`src/pkg/orient_regs.svh`:
```
`ifndef ORIENT_REGS_SVH
`define ORIENT_REGS_SVH

// ------------------------------------------------------------
// register map
// ------------------------------------------------------------
`define REG_CTRL_OFS 12'h000
`define REG_STATUS_OFS 12'h004

// control fields
`define CTRL_MODE_LSB 0
`define CTRL_BLOCK_LSB 2
`define CTRL_HYST_LSB 4
`define CTRL_EN_BIT 7
`define CTRL_UPDOWN_BIT 8
`define CTRL_THETA_LSB 9
`define CTRL_RANGE_LSB 16
`define CTRL_MASK 32'h0003_ffff
`define CTRL_RESET 32'h0000_0000

// status fields
`define STAT_CODE_LSB 0
`define STAT_INT_BIT 8

// ------------------------------------------------------------
// thresholds in 2g-range counts (1 mg nominal), shifted per range
// ------------------------------------------------------------
`define HYST_SHIFT_2G 4'd6
`define ACC_1G_2G 14'h0400
`define ACC_1G5_2G 14'h0600
`define SLOPE_0G2_2G 14'h00cd
`define SLOPE_0G4_2G 14'h019a
`define ZHYST_0G2_2G 14'h00cd

// ------------------------------------------------------------
// timing
// ------------------------------------------------------------
`define CLK_FREQ_KHZ 250000
`define STABLE_TIME_MS 100

`endif

```
`src/pkg/orient_pkg.sv`:
```
package orient_pkg;

   typedef enum logic [1:0] {
      MODE_SYM_A,
      MODE_HIGH_ASYM,
      MODE_LOW_ASYM,
      MODE_SYM_B
   } orient_mode_e;

   typedef enum logic [1:0] {
      BLOCK_NONE,
      BLOCK_THETA_ACC,
      BLOCK_THETA_SLOPE_ACC,
      BLOCK_THETA_SLOPE_STABLE
   } block_mode_e;

   typedef struct packed {
      logic valid;
      logic signed [11:0] x;
      logic signed [11:0] y;
      logic signed [11:0] z;
   } accel_sample_s;

   typedef struct packed {
      logic [1:0] g_range;
      logic [5:0] theta;
      logic updown_change_enable;
      logic orient_en;
      logic [2:0] hyst;
      block_mode_e blocking;
      orient_mode_e mode;
   } orient_ctrl_s;

endpackage

```
`src/orientation_recognition_engine.sv`:
```
`timescale 1ns/100ps
`include "orient_regs.svh"
module orientation_recognition_engine
   import orient_pkg::*;
#(
   parameter int unsigned STABLE_CYCLES = `STABLE_TIME_MS * `CLK_FREQ_KHZ
) (
   input wire logic pclk,
   input wire logic presetn,
   input wire logic psel,
   input wire logic penable,
   input wire logic pwrite,
   input wire logic [11:0] paddr,
   input wire logic [31:0] pwdata,
   input wire accel_sample_s sample,
   input wire logic sleep_phase,
   output logic [31:0] prdata,
   output logic pready,
   output logic pslverr,
   output logic [2:0] orient_code,
   output logic orient_irq
);

   // ------------------------------------------------------------
   // register state
   // ------------------------------------------------------------
   logic [31:0] ctrl_reg;
   orient_ctrl_s ctrl;
   logic [2:0] code_reg;
   logic int_reg;
   logic rep_z_reg;
   logic signed [11:0] prev_x_reg;
   logic signed [11:0] prev_y_reg;
   logic signed [11:0] prev_z_reg;
   logic prev_ok_reg;
   logic [24:0] stable_cnt_reg;

   // bit 15 is a gap in the register, so range is taken from 17:16
   assign ctrl = orient_ctrl_s'({ctrl_reg[17:16], ctrl_reg[14:0]});

   // ------------------------------------------------------------
   // apb slave, one wait state
   // ------------------------------------------------------------
   logic access;
   logic wr_commit;
   logic [31:0] rdata_next;
   logic err_next;

   assign access = psel & penable & ~pready;
   assign wr_commit = psel & penable & pready & pwrite;

   always_comb begin
      rdata_next = 32'h0000_0000;
      err_next = 1'b0;
      if (paddr == `REG_CTRL_OFS) begin
         rdata_next = ctrl_reg;
      end else if (paddr == `REG_STATUS_OFS) begin
         rdata_next[`STAT_CODE_LSB +: 3] = code_reg;
         rdata_next[`STAT_INT_BIT] = int_reg;
      end else begin
         err_next = 1'b1;
      end
   end

   always_ff @(posedge pclk or negedge presetn) begin
      if (!presetn) begin
         pready <= 1'b0;
         prdata <= 32'h0000_0000;
         pslverr <= 1'b0;
      end else begin
         pready <= access;
         prdata <= access ? rdata_next : 32'h0000_0000;
         pslverr <= access & err_next;
      end
   end

   always_ff @(posedge pclk or negedge presetn) begin
      if (!presetn) begin
         ctrl_reg <= `CTRL_RESET;
      end else if (wr_commit && paddr == `REG_CTRL_OFS) begin
         ctrl_reg <= pwdata & `CTRL_MASK;
      end
   end

   // ------------------------------------------------------------
   // classification
   // ------------------------------------------------------------
   function automatic logic [13:0] mag(input logic signed [11:0] v);
      logic [12:0] w;
      w = v[11] ? 13'(-$signed({v[11], v})) : {1'b0, v};
      return {1'b0, w};
   endfunction

   logic take;
   logic [13:0] ax;
   logic [13:0] ay;
   logic [13:0] az;
   logic [13:0] hyst;
   logic [13:0] xref;
   logic portrait;
   logic landscape;
   logic [1:0] xy_next;
   logic x_pos;
   logic x_neg;

   assign take = sample.valid & ~sleep_phase;
   assign ax = mag(sample.x);
   assign ay = mag(sample.y);
   assign az = mag(sample.z);
   // scale tracks range so 1 lsb is always 62.5 mg
   assign hyst = 14'({11'h000, ctrl.hyst} << (`HYST_SHIFT_2G - {2'b00, ctrl.g_range}));

   always_comb begin
      case (ctrl.mode)
         MODE_HIGH_ASYM: xref = {ax[12:0], 1'b0};
         MODE_LOW_ASYM: xref = {1'b0, ax[13:1]};
         default: xref = ax;
      endcase
   end

   // adding hyst on the other side avoids underflow of xref - hyst
   assign portrait = (ay + hyst) < xref;
   assign landscape = ay >= (xref + hyst);
   assign x_pos = $signed({2'b00, hyst}) <= $signed({sample.x[11], sample.x[11], sample.x});
   assign x_neg = ($signed({sample.x[11], sample.x[11], sample.x}) + $signed({2'b00, hyst}))
                  < $signed(16'sh0000);

   always_comb begin
      xy_next = code_reg[1:0];
      if (portrait && x_pos) begin
         xy_next = 2'b00;
      end else if (portrait && x_neg) begin
         xy_next = 2'b01;
      end else if (landscape) begin
         xy_next = sample.y[11] ? 2'b10 : 2'b11;
      end
   end

   // ------------------------------------------------------------
   // blocking
   // ------------------------------------------------------------
   logic [13:0] one_g;
   logic [10:0] sx;
   logic [10:0] sy;
   logic [10:0] sz;
   logic [29:0] xy_sq;
   logic [29:0] z_sq;
   logic theta_blk;
   logic over_acc;
   logic [13:0] slx;
   logic [13:0] sly;
   logic [13:0] slz;
   logic slope_lo;
   logic slope_hi;
   logic unstable;
   logic blocked;

   assign one_g = `ACC_1G_2G >> ctrl.g_range;
   // saturate at 1g so squares stay bounded; angles exact only at rest
   assign sx = 11'(ax > one_g ? one_g : ax);
   assign sy = 11'(ay > one_g ? one_g : ay);
   assign sz = 11'(az > one_g ? one_g : az);
   assign xy_sq = 30'({19'h0, sx} * {19'h0, sx}) + 30'({19'h0, sy} * {19'h0, sy});
   // tan^2 < theta/64  <=>  64(x^2+y^2) < theta*z^2
   assign z_sq = 30'({24'h0, ctrl.theta} * 30'({19'h0, sz} * {19'h0, sz}));
   assign theta_blk = {xy_sq[23:0], 6'h00} < z_sq;

   assign over_acc = (ax > (`ACC_1G5_2G >> ctrl.g_range)) ||
                     (ay > (`ACC_1G5_2G >> ctrl.g_range)) ||
                     (az > (`ACC_1G5_2G >> ctrl.g_range));
   assign slx = mag(12'(sample.x - prev_x_reg));
   assign sly = mag(12'(sample.y - prev_y_reg));
   assign slz = mag(12'(sample.z - prev_z_reg));
   assign slope_lo = prev_ok_reg && ((slx > (`SLOPE_0G2_2G >> ctrl.g_range)) ||
                     (sly > (`SLOPE_0G2_2G >> ctrl.g_range)) ||
                     (slz > (`SLOPE_0G2_2G >> ctrl.g_range)));
   assign slope_hi = prev_ok_reg && ((slx > (`SLOPE_0G4_2G >> ctrl.g_range)) ||
                     (sly > (`SLOPE_0G4_2G >> ctrl.g_range)) ||
                     (slz > (`SLOPE_0G4_2G >> ctrl.g_range)));
   assign unstable = stable_cnt_reg < 25'(STABLE_CYCLES);

   always_comb begin
      case (ctrl.blocking)
         BLOCK_THETA_ACC: blocked = theta_blk | over_acc;
         BLOCK_THETA_SLOPE_ACC: blocked = theta_blk | slope_lo | over_acc;
         BLOCK_THETA_SLOPE_STABLE: blocked = theta_blk | slope_hi | (over_acc & unstable);
         default: blocked = 1'b0;
      endcase
   end

   // ------------------------------------------------------------
   // code, z hysteresis and interrupt
   // ------------------------------------------------------------
   logic update;
   logic z_qual;
   logic z_event;
   logic change;
   logic int_set;

   assign update = take & ~blocked;
   assign z_qual = az > (`ZHYST_0G2_2G >> ctrl.g_range);
   assign z_event = ctrl.updown_change_enable & z_qual & (sample.z[11] != rep_z_reg);
   assign change = (xy_next != code_reg[1:0]) | z_event;
   assign int_set = update & change & ctrl.orient_en;

   always_ff @(posedge pclk or negedge presetn) begin
      if (!presetn) begin
         code_reg <= 3'h0;
      end else if (update) begin
         code_reg <= {sample.z[11], xy_next};
      end
   end

   always_ff @(posedge pclk or negedge presetn) begin
      if (!presetn) begin
         rep_z_reg <= 1'b0;
      end else if (update && z_qual) begin
         rep_z_reg <= sample.z[11];
      end
   end

   always_ff @(posedge pclk or negedge presetn) begin
      if (!presetn) begin
         int_reg <= 1'b0;
      end else if (int_set) begin
         int_reg <= 1'b1;
      end else if (take && !change) begin
         int_reg <= 1'b0;
      end
   end

   always_ff @(posedge pclk or negedge presetn) begin
      if (!presetn) begin
         stable_cnt_reg <= 25'h0000000;
      end else if (update && ({sample.z[11], xy_next} != code_reg)) begin
         stable_cnt_reg <= 25'h0000000;
      end else if (unstable) begin
         stable_cnt_reg <= stable_cnt_reg + 25'h0000001;
      end
   end

   always_ff @(posedge pclk or negedge presetn) begin
      if (!presetn) begin
         prev_x_reg <= 12'sh000;
         prev_y_reg <= 12'sh000;
         prev_z_reg <= 12'sh000;
         prev_ok_reg <= 1'b0;
      end else if (take) begin
         prev_x_reg <= sample.x;
         prev_y_reg <= sample.y;
         prev_z_reg <= sample.z;
         prev_ok_reg <= 1'b1;
      end
   end

   always_ff @(posedge pclk or negedge presetn) begin
      if (!presetn) begin
         orient_code <= 3'h0;
         orient_irq <= 1'b0;
      end else begin
         orient_code <= code_reg;
         orient_irq <= int_reg;
      end
   end
endmodule

```
`config.mk`:
```
export PLATFORM = sky130hd
export DESIGN_NAME = orientation_recognition_engine
export DESIGN_NICKNAME = d
export VERILOG_FILES = /design/src/pkg/orient_pkg.sv /design/src/orientation_recognition_engine.sv
export VERILOG_INCLUDE_DIRS = /design/src /design/src/pkg
export SDC_FILE = /design/constraint.sdc
export NUM_CORES = 1
export LEC_CHECK = 0
export BUFFER_PORTS_ARGS = -buffer_cell sky130_fd_sc_hd__clkbuf_2
export CAP_MARGIN = 25
export CORE_MARGIN = 2
export CORE_UTILIZATION = 45
export CTS_BUF_LIST = sky130_fd_sc_hd__clkbuf_4 sky130_fd_sc_hd__clkbuf_8 sky130_fd_sc_hd__clkbuf_16
export CTS_CLUSTER_DIAMETER = 40
export DETAILED_ROUTE_END_ITERATION = 8
export GPL_TIMING_DRIVEN = 0
export HOLD_SLACK_MARGIN = 0.15
export PLACE_DENSITY_LB_ADDON = 0.05
export RECOVER_POWER = 50
export SYNTH_ARGS = -nofsm -noshare
export SYNTH_HDL_FRONTEND = slang
export SYNTH_SLANG_ARGS = --single-unit
```
`constraint.sdc`:
```
create_clock -name pclk -period 41.5 [get_ports pclk]
set_input_delay 8.3 -clock pclk [delete_from_list [all_inputs] [get_ports pclk]]
set_output_delay 8.3 -clock pclk [all_outputs]
set_load 0.02 [all_outputs]
```
==> metrics.txt <==
post-synthesis sequential area ratio=10.4%; # nets final=roughly 4,000; vias in the first global route=23,000; TritonRoute pass-1 iters=6; Starting Density=roughly 46%; DRT met1 WL=33.7 mm; RSZ-0062 raised after global routing=no; post-synth cell types=83; final worst-path cycle share=about 60%; Post-synth EDFFs=0; FFs w/ async S/R, synth=100%; final setup skew=0.00906 ns; most frequent cells in the layout=inv_1 (559), ha_1 (403), fa_1 (307); Slowest-stage cell, CP=o41ai_4; post-CTS sizing=0; Filler cells=5,632; setup slack, reg-to-reg=24.15 ns; Setup Viol. Count Final=0; Data required, critical path=~42 ns; Worst Hold Path Cells=0; Design Power=between 1000 and 1500 uW; clock buffer depth=2; post-CTS setup buffer count=0; slew margin rel.=-275%; first-pass GRT wire length=123 mm; Synth Register Bits=109; share of cells above drive strength 1=5.72%; Hold Path Origin=int_reg$_DFFE_PN0P_; CTS hold repair buffers=0; max-slew violations=99; CTS tree=built; largest net degree at the start of global routing=99; worst r2r src=ctrl_reg[17]$_DFFE_PN0P_; minimum clock period=between 20 and 25 ns; reg2reg path depth=between 50 and 60; Power Density=between 50 and 60 nW/um2; Largest register FFs=25; Clock Latency Late Sink=around 0.40 ns; crit path launch type=input port; GP Congestion=0.974; die height=246 um; P&R area growth vs syn=7.26%; failing checks=max-capacitance violations, max-slew violations; total I/O pin count=125; Leakage=0.0147 uW; most common cell after layout, fill and taps aside=inv_1; routed wire length=approximately 75 mm; metal2 WL=around 36 mm; # port buffers=92; DR vias/cell=5.43; Core ar.=57,700 um2; TritonCTS Sinks=109; Post-DRT Antenna Nets=0; Mean Syn Cell Area=8.42 um2; WS Path Type=input port to flop; Rows=88; H-tree depth=3; worst vdd ir=0.0536 mV; Achievable Freq=roughly 40 MHz; gr ovfl total=0; Die ar.=between 60,000 and 70,000 um2; Reg clk slew, reported paths=about 0.090 ns; worst hold path type=flop to flop; die width=246 um; # DRC=0; CTS Root Cell=clkbuf_16; via count=21,800; crit path max fanout=10; initial antenna violation count=0; dpl hpwl=roughly 64 mm; metal3 WL=between 3 and 4 mm; Max Used Layer=met4; Post-Route Setup TNS=0 ns; CP most frequent cell=inv_1; synthesized area=approximately 26,000 um2; warnings from Yosys=0; WP data arrival=approximately 25 ns; RR Endpoint=stable_cnt_reg[15]$_DFFE_PN0P_; max_cap viols=1; CTS Buf Count=9; Crit. End Element=flop; status=complete, but fails checks; DRT iter0 DRCs=between 1,000 and 1,500; Final Hold Fails=0; Hold EP=orient_irq$_DFF_PN0_; DR WL/cell=18.7 um; Total GRT Usage=26.0%; actual slew at the worst max-slew pin=5.62 ns; CP max stage delay=0.91 ns; Synth Instances=3,120; Top FF cell, synth=dfrtp_1
-- stage by stage --
step | hold WS [ns] | area (um2) | setup slack, ns | instances | utilization (%)
CTS | 0.445 | 28200 | 16.61 | 4016 | 48.9
finish | 0.451 | 28200 | 16.76 | 4020 | 48.8
global placement | 0.411 | 27700 | 15.80 | 3992 | 48.1
global route | 0.460 | 28200 | 15.50 | 4018 | 48.8
floorplan | 0.374 | 26300 | 19.96 | 3135 | -
detailed placement | 0.414 | 27900 | 16.22 | 4000 | 48.3
-- worst max-delay path: cells and delay by family --
kind / cells / cell delay, ns
AO/OA/AOI/OAI: 20 / 5.67
XOR/XNOR: 1 / 0.53
adder cells (fa/ha/maj): 13 / 5.72
buffers and inverters: 14 / 2.26
AND/OR/NAND/NOR: 13 / 2.46
-- worst max-delay path by stage --
stage,start,to,slack (ns),depth (start not counted)
finish,sample[0],stable_cnt_reg[15]$_DFFE_PN0P_,16.76,61
global route,sample[0],stable_cnt_reg[15]$_DFFE_PN0P_,15.50,57
CTS,sample[0],stable_cnt_reg[15]$_DFFE_PN0P_,16.61,55
detailed placement,sample[0],stable_cnt_reg[15]$_DFFE_PN0P_,16.22,55
global placement,sample[0],stable_cnt_reg[13]$_DFFE_PN0P_,15.80,55
floorplan,sample[0],code_reg[2]$_DFFE_PN0P_,19.96,56
-- cell usage after synthesis (7+ instances only) --
cell / instances / share of area [%]
a211oi_1: 17 / 0.49
fa_1: 307 / 23
ha_1: 403 / 19
a211o_1: 8 / 0.27
xor2_1: 66 / 2.2
o21bai_1: 11 / 0.31
and2_1: 105 / 2.5
mux2i_1: 17 / 0.65
a21o_1: 46 / 1.3
o211ai_1: 13 / 0.37
nor2b_1: 35 / 0.83
and3_1: 29 / 0.69
clkbuf_1: 49 / 0.70
o21a_1: 41 / 1.2
mux2_2: 19 / 0.81
nor2_1: 207 / 3.0
inv_1: 559 / 8.0
o22ai_1: 7 / 0.17
o31ai_1: 22 / 0.63
or3_1: 29 / 0.69
a21boi_0: 11 / 0.31
buf_4: 15 / 0.43
nand3_1: 58 / 1.1
o21ai_0: 151 / 2.9
and4_1: 8 / 0.27
a21oi_1: 134 / 2.6
nand2b_1: 41 / 0.98
nor3_1: 60 / 1.1
a31oi_1: 18 / 0.43
or2_2: 12 / 0.29
xnor2_1: 104 / 3.5
o41ai_1: 8 / 0.27
nand2_1: 261 / 3.7
nor4_1: 9 / 0.21
a22oi_1: 10 / 0.29
nand4_1: 29 / 0.69
dfrtp_1: 109 / 10
-- where the power goes --
part	internal, uW	switching, uW	leakage [uW]
Sequential	126	17.7	0.00133
Clock	44.4	52.9	0.000156
Combinational	518	731	0.0132
Total	689	802	0.0147
-- cell families after synthesis --
family | synth area share, %
other cells | 0.0286
xor+xnor | 5.67
flops | 10.4
buf+inv | 9.29
fa+ha+maj | 42.6
compound gates | 13.6
simple gates | 17.0
mux | 1.52
-- layout make-up --
| class | instances | area (um2) | area share, % |
|---|---|---|---|
| antenna | 2 | 5.00 | 0.0178 |
| buffer | 68 | 335 | 1.19 |
| clock buffer | 9 | 225 | 0.799 |
| clock inverter | 7 | 93.8 | 0.333 |
| inverter | 561 | 2110 | 7.47 |
| multi-input combinational | 2397 | 21200 | 75.2 |
| sequential | 109 | 2730 | 9.68 |
| tap | 765 | 957 | 3.40 |
| timing repair buffer | 102 | 541 | 1.92 |
-- routing by layer --
layer  GRT usage [%]  vias up
met5               0        -
met4            8.31        0
met3            3.30      102
met2            44.3      479
met1            34.3    10700
li1                -    10600
No activity file was read; power rests on OpenSTA's default activity.
